[src/common/move_ops_pkg.sv]
// package: opcodes, field layout, reset values and register map
`default_nettype none
package move_ops_pkg;
    localparam int NIBBLE_W = 4;
    localparam int ADDR_W   = 7;
    localparam int PORTS    = 4;
    typedef logic [NIBBLE_W-1:0] nibble_t;
    typedef logic [ADDR_W-1:0]   maddr_t;
    typedef nibble_t [PORTS-1:0] port_nibbles_t;

    // port indexes inside port_nibbles_t
    localparam int PORT_A = 0;
    localparam int PORT_B = 1;
    localparam int PORT_C = 2;
    localparam int PORT_D = 3;

    // instruction fields
    localparam int ADDR_LSB   = 0;
    localparam int FIELD_LSB  = 7;
    localparam int PREFIX_LSB = 7;
    localparam int WSEL_LSB   = 8;
    localparam int SEF_LSB    = 0;

    // opcode prefixes; the nine-bit ones are followed by a 7-bit address
    localparam logic [8:0] OP_STORE_ACC = 9'h0B3;
    localparam logic [8:0] OP_IN_PORT_C = 9'h096;
    localparam logic [8:0] OP_IN_PORT_D = 9'h097;
    localparam logic [8:0] OP_OUT_A     = 9'h0B4;
    localparam logic [8:0] OP_OUT_B     = 9'h0B5;
    localparam logic [8:0] OP_OUT_C     = 9'h118;
    localparam logic [8:0] OP_OUT_D     = 9'h119;
    localparam logic [3:0] OP_STORE_WR  = 4'hF;
    localparam logic [4:0] OP_STORE_IMM = 5'h17;
    localparam logic [11:0] OP_SET_WAKE = 12'h4E0;

    // reset values
    localparam nibble_t DIR_MASK_RESET    = 4'hF;
    localparam nibble_t WAKE_ENABLE_RESET = 4'h0;
    localparam nibble_t LATCH_RESET       = 4'h0;

    // register byte offsets
    localparam logic [7:0] REG_DIR_MASK   = 8'h00;
    localparam logic [7:0] REG_CORE_STATE = 8'h04;
    localparam logic [7:0] REG_OUT_LATCH  = 8'h08;

    // ahb-lite encodings
    localparam logic [1:0] HTRANS_NONSEQ = 2'h2;
    localparam logic [2:0] HSIZE_WORD    = 3'h2;

    typedef struct packed {
        nibble_t data;
        nibble_t oe_n;
    } port_drive_t;
endpackage
`default_nettype wire

[src/hw/data_memory.sv]
// nibble data memory, one write port, one asynchronous read port
`timescale 1ns/100ps
`default_nettype none
module data_memory
    import move_ops_pkg::*;
#(
    parameter int DEPTH = 128
) (
    input  wire logic    clk_sys,
    input  wire logic    write_en,
    input  wire maddr_t  write_addr,
    input  wire nibble_t write_data,
    input  wire maddr_t  read_addr,
    output logic         unused_ok,
    output nibble_t      read_data
);
    nibble_t cells [DEPTH];

    // contents are not cleared by reset, as in the core's RAM
    always_ff @(posedge clk_sys) begin
        if (write_en) begin
            cells[write_addr] <= write_data;
        end
    end

    assign read_data = cells[read_addr];
    assign unused_ok = 1'b1;
endmodule
`default_nettype wire

[src/hw/wake_detector.sv]
// falling-edge wake detector for the port_c pins in stop mode
`timescale 1ns/100ps
`default_nettype none
module wake_detector
    import move_ops_pkg::*;
(
    input  wire logic    clk_sys,
    input  wire logic    reset,
    input  wire logic    stop_mode,
    input  wire nibble_t pin_level,
    input  wire nibble_t edge_enable,
    output logic         wake_request
);
    nibble_t last_level;
    nibble_t fell;

    genvar i;
    generate
        for (i = 0; i < NIBBLE_W; i++) begin : g_pin
            assign fell[i] = last_level[i] & ~pin_level[i] & edge_enable[i];
        end
    endgenerate

    always_ff @(posedge clk_sys) begin
        if (reset) begin
            last_level   <= 4'hF;
            wake_request <= 1'b0;
        end else begin
            last_level   <= pin_level;
            wake_request <= stop_mode & (|fell);
        end
    end
endmodule
`default_nettype wire

[src/hw/port_and_memory_move_ops.sv]
// data-move instruction group: memory stores, port moves, wake enables
//
// Decided for this implementation: the AHB-Lite register port and the register addresses.
`timescale 1ns/100ps
`default_nettype none
// Overview of operation
// (RULE1) prefix 010110011 stores the accumulator into the addressed nibble.
// (RULE2) prefix 010010110 loads port_c pins into memory and accumulator.
// (RULE3) prefix 010010111 loads port_d pins into memory and accumulator.
// (RULE4) leading 1111 copies the selected working register to memory.
// (RULE5) leading 10111 writes a 4-bit immediate to memory.
// (RULE6) prefix 010110100 puts the addressed nibble on the port_a latch.
// (RULE7) prefix 010110101 puts the addressed nibble on the port_b latch.
// (RULE8) prefix 100011000 puts the addressed nibble on the port_c latch.
// (RULE9) prefix 100011001 puts the addressed nibble on the port_d latch.
// (RULE10) wake-enable instruction: each bit lets a port_c falling edge wake.
// (RULE11) direction mask bit 0 drives the pin; masks reset to all ones.
// (RULE12) port-input moves set zero_flag when the loaded nibble is zero.
module port_and_memory_move_ops
    import move_ops_pkg::*;
(
    input  wire logic          clk_sys,
    input  wire logic          reset,
    input  wire logic          instr_valid,
    input  wire logic [15:0]   instr,
    input  wire logic          core_acc_we,
    input  wire nibble_t       core_acc_data,
    input  wire logic          stop_mode,
    input  wire port_nibbles_t pin_in,
    output port_drive_t        pin_drive [PORTS],
    output nibble_t            accumulator,
    output logic               zero_flag,
    output nibble_t            stop_wake_edge_enable,
    output logic               wake_request,
    input  wire logic          hsel,
    input  wire logic [31:0]   haddr,
    input  wire logic [1:0]    htrans,
    input  wire logic          hwrite,
    input  wire logic [2:0]    hsize,
    input  wire logic [31:0]   hwdata,
    input  wire logic          hready,
    output logic               hreadyout,
    output logic [31:0]        hrdata,
    output logic               hresp
);
    typedef struct packed {
        nibble_t       acc;
        logic          zero;
        nibble_t       wake_en;
        port_nibbles_t dir_mask;
        port_nibbles_t out_latch;
        logic          wr_pend;
        logic [7:0]    wr_addr;
        logic [31:0]   rdata;
    } state_t;

    state_t state;
    state_t next_state;

    // decode
    logic [8:0] prefix;
    maddr_t     mem_addr;
    nibble_t    field;
    logic       is_store_acc;
    logic       is_in_c;
    logic       is_in_d;
    logic       is_store_wr;
    logic       is_store_imm;
    logic       is_out_a;
    logic       is_out_b;
    logic       is_out_c;
    logic       is_out_d;
    logic       is_set_wake;

    assign prefix   = instr[PREFIX_LSB +: 9];
    assign mem_addr = instr[ADDR_LSB +: ADDR_W];
    assign field    = instr[FIELD_LSB +: NIBBLE_W];

    assign is_store_acc = instr_valid && prefix == OP_STORE_ACC; // RULE1
    assign is_in_c      = instr_valid && prefix == OP_IN_PORT_C; // RULE2
    assign is_in_d      = instr_valid && prefix == OP_IN_PORT_D; // RULE3
    assign is_store_wr  = instr_valid && instr[15:12] == OP_STORE_WR; // RULE4
    assign is_store_imm = instr_valid && instr[15:11] == OP_STORE_IMM; // RULE5
    assign is_out_a     = instr_valid && prefix == OP_OUT_A; // RULE6
    assign is_out_b     = instr_valid && prefix == OP_OUT_B; // RULE7
    assign is_out_c     = instr_valid && prefix == OP_OUT_C; // RULE8
    assign is_out_d     = instr_valid && prefix == OP_OUT_D; // RULE9
    assign is_set_wake  = instr_valid && instr[15:4] == OP_SET_WAKE; // RULE10

    // memory ports
    logic    mem_we;
    nibble_t mem_wdata;
    maddr_t  mem_raddr;
    nibble_t mem_rdata;
    nibble_t port_sample;

    // working registers sit in the lowest sixteen memory nibbles
    assign mem_raddr = is_store_wr ? {3'h0, instr[WSEL_LSB +: NIBBLE_W]}
                                   : mem_addr;
    assign port_sample = is_in_d ? pin_in[PORT_D] : pin_in[PORT_C];

    always_comb begin
        mem_we    = 1'b0;
        mem_wdata = state.acc;
        if (is_store_acc) begin
            mem_we    = 1'b1; // RULE1
            mem_wdata = state.acc;
        end else if (is_in_c || is_in_d) begin
            mem_we    = 1'b1; // RULE2 RULE3
            mem_wdata = port_sample;
        end else if (is_store_wr) begin
            mem_we    = 1'b1; // RULE4
            mem_wdata = mem_rdata;
        end else if (is_store_imm) begin
            mem_we    = 1'b1; // RULE5
            mem_wdata = field;
        end
    end

    data_memory #(.DEPTH(128)) u_mem (
        .clk_sys    (clk_sys),
        .write_en   (mem_we),
        .write_addr (mem_addr),
        .write_data (mem_wdata),
        .read_addr  (mem_raddr),
        .unused_ok  (),
        .read_data  (mem_rdata)
    );

    wake_detector u_wake (
        .clk_sys      (clk_sys),
        .reset        (reset),
        .stop_mode    (stop_mode),
        .pin_level    (pin_in[PORT_C]),
        .edge_enable  (state.wake_en), // RULE10
        .wake_request (wake_request)
    );

    // ahb-lite slave, zero wait states
    logic       bus_take;
    logic [7:0] bus_addr;
    logic       addr_hit;
    logic [31:0] read_word;

    assign bus_take = hsel && hready && htrans == HTRANS_NONSEQ;
    assign bus_addr = haddr[7:0];
    assign addr_hit = haddr[31:8] == 24'h000000;

    always_comb begin
        read_word = 32'h00000000;
        if (addr_hit) begin
            unique case (bus_addr)
                REG_DIR_MASK:   read_word = {16'h0000, state.dir_mask};
                REG_CORE_STATE: read_word = {20'h00000, state.wake_en,
                                             3'h0, state.zero, state.acc};
                REG_OUT_LATCH:  read_word = {16'h0000, state.out_latch};
                default:        read_word = 32'h00000000;
            endcase
        end
    end

    always_comb begin
        next_state = state;
        // bus write lands in its data phase
        next_state.wr_pend = bus_take && hwrite && addr_hit;
        if (bus_take) begin
            next_state.wr_addr = bus_addr;
            next_state.rdata   = hwrite ? 32'h00000000 : read_word;
        end
        if (state.wr_pend && state.wr_addr == REG_DIR_MASK) begin
            next_state.dir_mask = hwdata[15:0]; // RULE11
        end
        if (core_acc_we) begin
            next_state.acc = core_acc_data;
        end
        // an instruction of this group wins over the rest of the core
        if (is_in_c || is_in_d) begin
            next_state.acc  = port_sample; // RULE2 RULE3
            next_state.zero = port_sample == 4'h0; // RULE12
        end
        if (is_out_a) begin
            next_state.out_latch[PORT_A] = mem_rdata; // RULE6
        end
        if (is_out_b) begin
            next_state.out_latch[PORT_B] = mem_rdata; // RULE7
        end
        if (is_out_c) begin
            next_state.out_latch[PORT_C] = mem_rdata; // RULE8
        end
        if (is_out_d) begin
            next_state.out_latch[PORT_D] = mem_rdata; // RULE9
        end
        if (is_set_wake) begin
            next_state.wake_en = instr[SEF_LSB +: NIBBLE_W]; // RULE10
        end
    end

    always_ff @(posedge clk_sys) begin
        if (reset) begin
            state.acc       <= 4'h0;
            state.zero      <= 1'b0;
            state.wake_en   <= WAKE_ENABLE_RESET;
            state.dir_mask  <= {PORTS{DIR_MASK_RESET}}; // RULE11
            state.out_latch <= {PORTS{LATCH_RESET}};
            state.wr_pend   <= 1'b0;
            state.wr_addr   <= 8'h00;
            state.rdata     <= 32'h00000000;
        end else begin
            state <= next_state;
        end
    end

    // pins: mask bit 0 drives, and oe_n is low while driving
    genvar p;
    generate
        for (p = 0; p < PORTS; p++) begin : g_port
            assign pin_drive[p].data = state.out_latch[p];
            assign pin_drive[p].oe_n = state.dir_mask[p]; // RULE11
        end
    endgenerate

    assign accumulator           = state.acc;
    assign zero_flag             = state.zero;
    assign stop_wake_edge_enable = state.wake_en;
    assign hreadyout             = 1'b1;
    assign hrdata                = state.rdata;
    assign hresp                 = 1'b0;
endmodule
`default_nettype wire

[config.mk]
export PLATFORM = sky130hd
export DESIGN_NAME = port_and_memory_move_ops
export DESIGN_NICKNAME = d
export VERILOG_FILES = /design/src/common/move_ops_pkg.sv /design/src/hw/data_memory.sv /design/src/hw/wake_detector.sv /design/src/hw/port_and_memory_move_ops.sv
export SDC_FILE = /design/constraint.sdc
export NUM_CORES = 1
export LEC_CHECK = 0
export ABC_CLOCK_PERIOD_IN_PS = 8550
export BUFFER_PORTS_ARGS = -buffer_cell sky130_fd_sc_hd__buf_4
export CAP_MARGIN = 20
export CORE_ASPECT_RATIO = 0.7
export CORE_MARGIN = 1
export CORE_UTILIZATION = 45
export CTS_CLUSTER_SIZE = 8
export DETAILED_ROUTE_END_ITERATION = 8
export PLACE_DENSITY = 0.68
export SLEW_MARGIN = 20
export SYNTH_ARGS = -nofsm -noshare
export SYNTH_HDL_FRONTEND = slang
export SYNTH_HIERARCHICAL = 1
export SYNTH_SLANG_ARGS = --single-unit
[constraint.sdc]
create_clock -name clk_sys -period 8.55 [get_ports clk_sys]
set_clock_uncertainty 0.15 [all_clocks]
set_input_delay 1.71 -clock clk_sys [delete_from_list [all_inputs] [get_ports clk_sys]]
set_output_delay 1.71 -clock clk_sys [all_outputs]
set_load 0.005 [all_outputs]
======== Word level (Yosys, flattened, before mapping) ========
Memories as Yosys holds them, arrays and structs flattened.
Cells that the tools add are included.
word-level totals
  RAM bits ................................ 512
  memories kept ........................... 1
  register bits ........................... 87
  output and inout port bits .............. 76
  logic and storage cells ................. 82
memories
  name         depth  width  rd ports  clocked after Yosys merged registers in  wr ports  RTL line           text
  u_mem.cells  128    4      1         0                                        1         data_memory.sv:17  nibble_t cells [DEPTH];
cells by class
  equal/unequal tests ..................... 13
  reduce and logical (&&, ||, !) cells .... 22
  muxes and demuxes ....................... 17
  bitwise gates (word level) .............. 13
operators by type and width
  kind                    count
  $pmux W16 S3            1
  $eq A9 B8 Y1 const B    5
  $mux W32                1
  $logic_not A24 Y1       1
  $mux W4                 6
  $eq A9 B9 Y1 const B    2
  $logic_not A8 Y1        2
  $mux W16                1
  $logic_and A1 B1 Y1     15
  $eq A12 B11 Y1 const B  1
  $and A1 B1 Y1           9
  $eq A8 B3 Y1 const B    1
  $eq A8 B4 Y1 const B    1
  $mux W7                 1
  $mux W1                 6
  $eq A5 B5 Y1 const B    1
  $mux W5                 1
  $eq A4 B4 Y1 const B    1
  $logic_not A4 Y1        1
  $not A1 Y1              4
  $reduce_or A4 Y1        1
  $eq A2 B2 Y1 const B    1
  $reduce_bool A2 Y1      1
  $logic_or A1 B1 Y1      1

======== Depth between registers and ports, before layout ========
Gate-level depths: netlist of the first run.
  depth after elaboration ................. 8
  mapped depth ............................ 13
  mapped depth without buffers ............ 10

======== Modules after synthesis ========
The synthesis of the first run kept the hierarchy.
by module, submodules not included
  module                    seq. area each (sq um)  times used  cells an instance  area each (sq um)
  data_memory               15374.7                 1           906                20124.3
  port_and_memory_move_ops  1321.3                  1           451                3712.3
  wake_detector             100.1                   1           17                 168.9

======== Least setup slack after synthesis of the first run ========
OpenSTA, ideal clock, no wires.
  path type ............................... input to register
  start point ............................. input port instr[15]
  end point ............................... memory u_mem/cells[0][3] (netlist name), data pin
  cell stages on the path ................. 13
  slack ................................... -185 ps
  setup time .............................. 892 ps
  buffers on the path ..................... 3
  arrival time ............................ 7694 ps
  path through ............................ and4_1 clkbuf_1 nand2_1 mux2_2 clkbuf_1 buf_1 mux4_2 mux4_2 mux4_2 mux2_2 a22o_1 a22oi_1 a21oi_1
on the way
  word-level cells in the longest chain between the ends .. 7
  elaborated cells on any way between the ends .. 18
  classes of those cells .................. 5 x eq/ne; 6 x mux; 6 x reduce/logical; 1 x memory
ends and longest elaborated chain
  item                 RTL line                         text
  from (decl)          port_and_memory_move_ops.sv:25   input wire logic [15:0] instr,
  $eq A4 B4 Y1         port_and_memory_move_ops.sv:82   assign is_store_wr = instr_valid && instr[15:12] == OP_STORE_WR;
  $logic_and A1 B1 Y1  port_and_memory_move_ops.sv:82
  $mux W7              port_and_memory_move_ops.sv:98   assign mem_raddr = is_store_wr ? {3'h0, instr[WSEL_LSB +: NIBBLE_W]}
  via mem_raddr[2]     port_and_memory_move_ops.sv:93   maddr_t mem_raddr;
  $mem_v2 Z128 W4      n/a
  via mem_rdata[3]     port_and_memory_move_ops.sv:94   nibble_t mem_rdata;
  $mux W4              port_and_memory_move_ops.sv:111  end else if (is_store_wr) begin
  $mux W4              port_and_memory_move_ops.sv:108  end else if (is_in_c || is_in_d) begin
  $mux W4              port_and_memory_move_ops.sv:105  if (is_store_acc) begin
  via mem_wdata[3]     port_and_memory_move_ops.sv:92   nibble_t mem_wdata;
  to (decl)            data_memory.sv:17
The timed path passes the listed nets, and every way through them passes these cells.

======== Final worst setup path of the first run ========
  start point ............................. input port instr[15]
  end point ............................... memory u_mem/cells[98][0] (netlist name), data pin
Same word-level chain as after synthesis.

==> impl_summary.log, run 1 <==
[metrics] CTS tree: yes
[metrics] number of buffers inserted by post-CTS setup repair: 0
[metrics] TritonRoute pass-1 iters: 6
[metrics] Die Wd: 278 µm
[metrics] max_cap viols: 0
[metrics] Period minus WS final: 6.55 ns
[metrics] Overall Global Routing Usage: 20.6%
[metrics] Max-slew headroom: 21.1%
[metrics] commonest non-fill, non-tap cell in the layout: sky130_fd_sc_hd__edfxtp_1
[metrics] average wire per standard cell: 25.1 µm
[metrics] global-route wire length before repair: 82900 µm
[metrics] Final setup viols: 0
[metrics] cells on worst reg2reg path: 8
[metrics] setup repair after global routing missed its margin: no
[metrics] number of antenna violations at the first check in global routing: 0
[metrics] post-route clock period utilization: 76.6%
[metrics] FF-to-FF Start: u_mem/cells[79][0]$_DFFE_PP_
[metrics] WHS Endpoint: hrdata[8]$_SDFFE_PP0P_
[metrics] hold_ws: 0.299 ns
[metrics] CP endpoint kind: register
[metrics] clock edge transition at the registers on the reported setup and hold paths: 0.05 ns
[metrics] final weighted congestion in routability-driven placement: 0.870
[metrics] vias in the first global route: 12800
[metrics] run status: finished, final reports clean
[metrics] count of nets left with antenna violations after detail routing: 0
[metrics] PnR worst setup slack: 2.00 ns
[metrics] total number of H-tree levels: 3
[metrics] DRT Wirelength: 55300 µm
[metrics] setup TNS after final layout: 0 ns
[metrics] worst slack after detailed placement: 1.45 ns
[metrics] Worst Hold Depth: 2
[metrics] Reg2Reg Setup Slack: 4.66 ns
[metrics] largest net degree at the start of global routing: 129
[metrics] number of warnings issued by yosys: 6
[metrics] Std-Cell Rows: 70
[metrics] Tightest Pin Transition: 1.18 ns
[metrics] Critical Setup Path Class: in2reg
[metrics] vias: 12900
[metrics] maximum fanout along the worst path: 128
[metrics] worst reg2reg path endpoint: u_mem/cells[98][0]$_DFFE_PP_
[metrics] Crit path required time: 8.63 ns
[metrics] LEAKAGE: 9.27 nW
[metrics] number of instances in the synthesized netlist: 1372
[metrics] CTS buffer count: 82
[metrics] later-pin clock latency in the skew report: 0.61 ns
[metrics] Synth Area per Inst: 17.5 µm²
[metrics] Clock Sink Count: 583
[metrics] power density over the cells: 231 mW/mm²
[metrics] initial core utilization: 45.7%
[metrics] worst-case vdd ir drop: 0.172 mV
[metrics] 1st-iter DRT viols: 1427
[metrics] cell area after synthesis: 0.0240 mm²
[metrics] total half-perimeter wirelength after legalization and detailed placement: 35000 µm
[metrics] Critical Path Source: instr[15]
[metrics] class of the most critical hold timing path: reg2reg
[metrics] routed vias/inst: 5.84
[metrics] Worst Hold Launch: hrdata[8]$_SDFFE_PP0P_
[metrics] number of top-level design ports: 189
[metrics] die extent in y: 195 µm
[metrics] remaining design rule violation count: 0
[metrics] count of instances resized after the clock tree is built: 0
[metrics] share of cells above drive strength 1: 29.1%
[metrics] startpoint types: input pin
[metrics] Std-Cell Core Area: 0.0525 mm²
[metrics] Layout area overhead: 15.5%
[metrics] arrival time reported for the critical path endpoint: 6.63 ns
[metrics] nets@finish: 1599
[metrics] fmax: 0.153 GHz
[metrics] Die Footprint: 0.0543 mm²
[metrics] Max Buffers Root-to-Sink: 3
[metrics] number of failing hold endpoints at the final stage: 0
[metrics] quantity of hold-fixing buffers added after cts: 0
[metrics] commonest non-fill, non-tap cells in the layout: 512 x sky130_fd_sc_hd__edfxtp_1, 175 x sky130_fd_sc_hd__nor2_1, 168 x sky130_fd_sc_hd__mux4_2, 153 x sky130_fd_sc_hd__buf_4, 82 x sky130_fd_sc_hd__clkbuf_16
[metrics] buffer cell driving the clock tree root: sky130_fd_sc_hd__clkbuf_16
[metrics] final global-route overflow total: 0
[metrics] IO buf count: 143
[metrics] final-report max-slew violation count: 0
-- cell type report --
cell class                 instances  area [µm²]
tap                              684         856
fill                            4104       24800
clock inverter                     7         114
antenna                            1        2.50
timing repair buffer             161        1310
sequential                       583       16800
clock buffer                     112        2160
multi-input combinational        639        6390
inverter                          19        71.3
-- critical path: stages --
cell	delay (ns)
sky130_fd_sc_hd__buf_4	0.11
sky130_fd_sc_hd__and4_1	0.36
sky130_fd_sc_hd__nand2_1	0.24
sky130_fd_sc_hd__mux2_8	0.76
sky130_fd_sc_hd__buf_12	0.30
sky130_fd_sc_hd__mux4_2	0.57
sky130_fd_sc_hd__mux4_2	0.50
sky130_fd_sc_hd__mux4_2	0.56
sky130_fd_sc_hd__mux2_2	0.38
sky130_fd_sc_hd__a22o_1	0.25
sky130_fd_sc_hd__a22oi_1	0.25
sky130_fd_sc_hd__a21oi_4	0.11
sky130_fd_sc_hd__buf_12	0.25
-- through the flow --
stage	cells	util [%]	cell area, µm²	power (mW)
after floorplan	1388	-	24100	3.42
after global routing	2205	52.8	27700	6.57
after global placement	2086	48.4	25400	3.54
after detailed placement	2086	48.4	25400	3.55
after CTS	2205	52.8	27700	6.44
final	2206	52.8	27700	6.39
-- layer usage --
layer / track usage, % / vias up / wire length [µm]
li1: - / 5536 / -
met1: 33.1 / 6666 / 25500
met2: 28.9 / 614 / 24100
met3: 4.09 / 72 / 4830
met4: 4.48 / 0 / 805
met5: 0 / - / 0
-- flip-flops by register name, indices dropped and copies added (netlist names) --
| signal | flops |
|---|---|
| accumulator | 4 |
| u_wake/last_level | 4 |
| stop_wake_edge_enable | 4 |
| u_mem/cells | 512 |
| state | 9 |
| pin_drive | 32 |
| u_wake/wake_request | 1 |
| hrdata | 16 |
| zero_flag | 1 |
-- power breakdown --
part | total, mW | switching (mW) | leakage [nW] | internal, mW
logic | 0.375 | 0.216 | 2.84 | 0.159
registers | 3.12 | 0.00240 | 5.33 | 3.12
clock network | 2.89 | 1.14 | 1.10 | 1.75
total | 6.39 | 1.36 | 9.27 | 5.03
-- worst max-delay path by stage --
stage / endpoint / slack [ns] / cells past startpoint
after global placement: u_mem/cells[59][2]$_DFFE_PP_ / 1.52 / 13
after detailed placement: u_mem/cells[62][3]$_DFFE_PP_ / 1.45 / 13
after global routing: u_mem/cells[96][0]$_DFFE_PP_ / 1.77 / 13
after CTS: u_mem/cells[121][3]$_DFFE_PP_ / 2.08 / 13
after floorplan: u_mem/cells[0][0]$_DFFE_PP_ / -0.19 / 13
final: u_mem/cells[98][0]$_DFFE_PP_ / 2.00 / 13
Note: power is estimated with default switching activity, not from simulation.
==> run 2: changes to the inputs <==
- ABC_CLOCK_PERIOD_IN_PS: 8550 -> 6600
- PLACE_DENSITY: 0.68 -> 0.66
- clock period: 8.55 -> 6.6 ns (I/O delays scaled with it)
==> run 2 against run 1 <==
  * Global-route usage grew 0.11 points
  * Non-clock buffer count grew 8
  * Largest cell class unchanged
  * Flip-flop and latch count is the same
  * Wire length is essentially flat
  * Worst setup slack lost 1.2 ns
  * Combinational power grew 34%
  * Largest power group unchanged
  * Sequential share of layout area shrank 0.19 points
  * Critical path depth is the same
  * Sequential power grew 30%
==> impl_summary.log, run 2 (synthesis results as in run 1) <==
[metrics] run status: finished, final reports clean (unchanged)
[metrics] final weighted congestion in routability-driven placement: 0.889 (was 0.870)
[metrics] Worst Hold Depth: 2 (unchanged)
[metrics] global-route wire length before repair: 83200 µm (was 82900 µm)
[metrics] post-route cell area: 0.0278 mm² (was 0.0277 mm²)
[metrics] Die Footprint: 0.0543 mm² (unchanged)
[metrics] Clock Sink Count: 583 (unchanged)
[metrics] vias: 12800 (was 12900)
[metrics] IO buf count: 143 (unchanged)
[metrics] Max-slew headroom: 19.2% (was 21.1%)
[metrics] commonest non-fill, non-tap cells in the layout: 512 x sky130_fd_sc_hd__edfxtp_1, 175 x sky130_fd_sc_hd__nor2_1, 168 x sky130_fd_sc_hd__mux4_2, 155 x sky130_fd_sc_hd__buf_4, 82 x sky130_fd_sc_hd__clkbuf_16 (was 512 x sky130_fd_sc_hd__edfxtp_1, 175 x sky130_fd_sc_hd__nor2_1, 168 x sky130_fd_sc_hd__mux4_2, 153 x sky130_fd_sc_hd__buf_4, 82 x sky130_fd_sc_hd__clkbuf_16)
[metrics] class of the most critical hold timing path: reg2reg (unchanged)
[metrics] CP endpoint kind: register (unchanged)
[metrics] LEAKAGE: 9.32 nW (was 9.27 nW)
[metrics] die extent in y: 195 µm (unchanged)
[metrics] number of buffers inserted by post-CTS setup repair: 0 (unchanged)
[metrics] startpoint types: input pin (unchanged)
[metrics] buffer cell driving the clock tree root: sky130_fd_sc_hd__clkbuf_16 (unchanged)
[metrics] cell family contributing the most delay on the critical path: multiplexers (unchanged)
[metrics] power density over the cells: 297 mW/mm² (was 231 mW/mm²)
[metrics] count of instances resized after the clock tree is built: 0 (unchanged)
[metrics] worst reg2reg path endpoint: u_mem/cells[120][2]$_DFFE_PP_ (was u_mem/cells[98][0]$_DFFE_PP_)
[metrics] number of top-level design ports: 189 (unchanged)
[metrics] Critical Setup Path Class: in2reg (unchanged)
[metrics] DRT Wirelength: 55300 µm (about the same)
[metrics] Worst Hold Launch: hrdata[11]$_SDFFE_PP0P_ (was hrdata[8]$_SDFFE_PP0P_)
[metrics] number of fill cells: 4050 (was 4104)
[metrics] fmax: 0.172 GHz
[metrics] nets@finish: 1607 (was 1599)
[metrics] remaining design rule violation count: 0 (unchanged)
[metrics] Std-Cell Rows: 70 (unchanged)
[metrics] largest net degree at the start of global routing: 129 (unchanged)
[metrics] Final Total Pwr: 8.24 mW (was 6.39 mW)
[metrics] clock edge transition at the registers on the reported setup and hold paths: 0.05 ns (about the same)
[metrics] total number of H-tree levels: 3 (unchanged)
[metrics] count of nets left with antenna violations after detail routing: 0 (unchanged)
[metrics] share of cells above drive strength 1: 29.4% (was 29.1%)
[metrics] Crit path required time: 6.65 ns (was 8.63 ns)
[metrics] cells along the critical path: buf_4 -> and4_1 -> nand2_1 -> mux2_8 -> buf_12 -> mux4_2 -> mux4_2 -> mux4_2 -> mux2_2 -> a22o_1 -> a22oi_1 -> a21oi_4 -> buf_12 (unchanged)
[metrics] TritonRoute pass-1 iters: 5 (was 6)
[metrics] Max Buffers Root-to-Sink: 3 (unchanged)
[metrics] setup repair after global routing missed its margin: no (unchanged)
[metrics] worst stage delay on the critical path: 0.57 ns (was 0.76 ns)
[metrics] cells on worst reg2reg path: 8 (unchanged)
[metrics] average wire per standard cell: 25.0 µm (was 25.1 µm)
[metrics] final-report max-slew violation count: 0 (unchanged)
[metrics] initial core utilization: 45.7% (unchanged)
[metrics] FF-to-FF Start: u_mem/cells[32][2]$_DFFE_PP_ (was u_mem/cells[79][0]$_DFFE_PP_)
[metrics] number of failing hold endpoints at the final stage: 0 (unchanged)
[metrics] number of antenna violations at the first check in global routing: 0 (unchanged)
[metrics] Std-Cell Core Area: 0.0525 mm² (unchanged)
[metrics] WHS Endpoint: hrdata[11]$_SDFFE_PP0P_ (was hrdata[8]$_SDFFE_PP0P_)
[metrics] routed vias/inst: 5.81 (was 5.84)
[metrics] Reg with most FFs: u_mem/cells (unchanged)
[metrics] arrival time reported for the critical path endpoint: 5.88 ns (was 6.63 ns)
[metrics] Die Wd: 278 µm (unchanged)
[metrics] 1st-iter DRT viols: 1252 (was 1427)
[metrics] commonest non-fill, non-tap cell in the layout: sky130_fd_sc_hd__edfxtp_1 (unchanged)
[metrics] Reg2Reg Setup Slack: 2.69 ns (was 4.66 ns)
[metrics] maximum fanout along the worst path: 128 (unchanged)
[metrics] worst-case vdd ir drop: 0.252 mV (was 0.172 mV)
[metrics] Final setup viols: 0 (unchanged)
[metrics] final global-route overflow total: 0 (unchanged)
[metrics] CTS buffer count: 82 (unchanged)
[metrics] dominant cell type by count on the critical path: sky130_fd_sc_hd__mux4_2 (unchanged)
[metrics] CTS tree: yes (unchanged)
[metrics] max_cap viols: 0 (unchanged)
[metrics] diode insertion count for antenna repair: 0 (was 1)
[metrics] placed standard-cell area: 0.0256 mm² (was 0.0254 mm²)
[metrics] Tightest Pin Transition: 1.21 ns (was 1.18 ns)
[metrics] post-route clock period utilization: 88.3%
[metrics] total half-perimeter wirelength after legalization and detailed placement: 35800 µm (was 35000 µm)
[metrics] Period minus WS final: 5.83 ns
[metrics] vias in the first global route: 12900 (was 12800)
[metrics] Overall Global Routing Usage: 20.7% (was 20.6%)
[metrics] Buf+Inv Stages, Crit Path: 3 (unchanged)
[metrics] quantity of hold-fixing buffers added after cts: 0 (unchanged)
[metrics] final core occ: 53.0% (was 52.8%)
[metrics] worst-path cell with the longest stage delay: sky130_fd_sc_hd__mux4_2 (was sky130_fd_sc_hd__mux2_8)
[metrics] Layout area overhead: 15.8% (was 15.5%)
[metrics] max reg flops: 512 (unchanged)
[metrics] later-pin clock latency in the skew report: 0.60 ns (was 0.61 ns)
run 2: cell types whose count changed in the layout (fill, tap and decap cells not counted), sizes merged:
cell | previous run | this run
buf | 161 | 169
inv | 25 | 21
clkbuf | 112 | 110
clkinv | 1 | 3
diode | 1 | 0
run 2: worst min-delay path, cell delays in order (launching register included):
cell,delay [ns]
sky130_fd_sc_hd__dfxtp_1,0.31
sky130_fd_sc_hd__nand2_1,0.05
sky130_fd_sc_hd__o21ai_1,0.05
run 2: worst max-delay path by stage:
stage / start / to / slack, ns / cells past startpoint
floorplan: instr[15] / u_mem/cells[0][0]$_DFFE_PP_ / -1.75 / 13
global placement: instr[15] / u_mem/cells[112][1]$_DFFE_PP_ / 0.34 / 13
detailed placement: instr[15] / u_mem/cells[123][1]$_DFFE_PP_ / 0.31 / 13
CTS: instr[15] / u_mem/cells[99][1]$_DFFE_PP_ / 0.92 / 13
global route: instr[15] / u_mem/cells[97][1]$_DFFE_PP_ / 0.70 / 13
finish: instr[15] / u_mem/cells[120][2]$_DFFE_PP_ / 0.77 / 13
run 2: layout make-up:
type                            instances  area (µm²)  area share [%]
Tap cell                              684         856            3.08
Clock inverter                          5        77.6           0.279
Inverter                               19        71.3           0.257
Timing Repair Buffer                  169        1440            5.20
Sequential cell                       583       16800            60.4
Clock buffer                          110        2160            7.76
Multi-Input combinational cell        639        6390            23.0
run 2: where the power goes:
group	switching [mW]	internal [mW]	leakage, nW
logic	0.285	0.215	2.91
registers	0.00310	4.04	5.33
clock network	1.45	2.25	1.08
total	1.74	6.51	9.32
run 2: metal layers:
layer | part of all wire, % | routed length, µm | global-route usage [%]
met5 | 0 | 0 | 0
met4 | 1.4 | 792 | 4.58
met3 | 9.0 | 5000 | 5.38
met2 | 44 | 24600 | 29.3
met1 | 45 | 24900 | 32.2
run 2: through the flow:
stage | setup slack [ns] | instances | TNS (ns) | hold slack [ns]
final | 0.773 | 2209 | 0 | 0.298
after global routing | 0.697 | 2209 | 0 | 0.316
after CTS | 0.921 | 2209 | 0 | 0.300
after detailed placement | 0.307 | 2094 | 0 | 0.294
after global placement | 0.344 | 2094 | 0 | 0.287
after floorplan | -1.75 | 1388 | -223.37 | 0.276
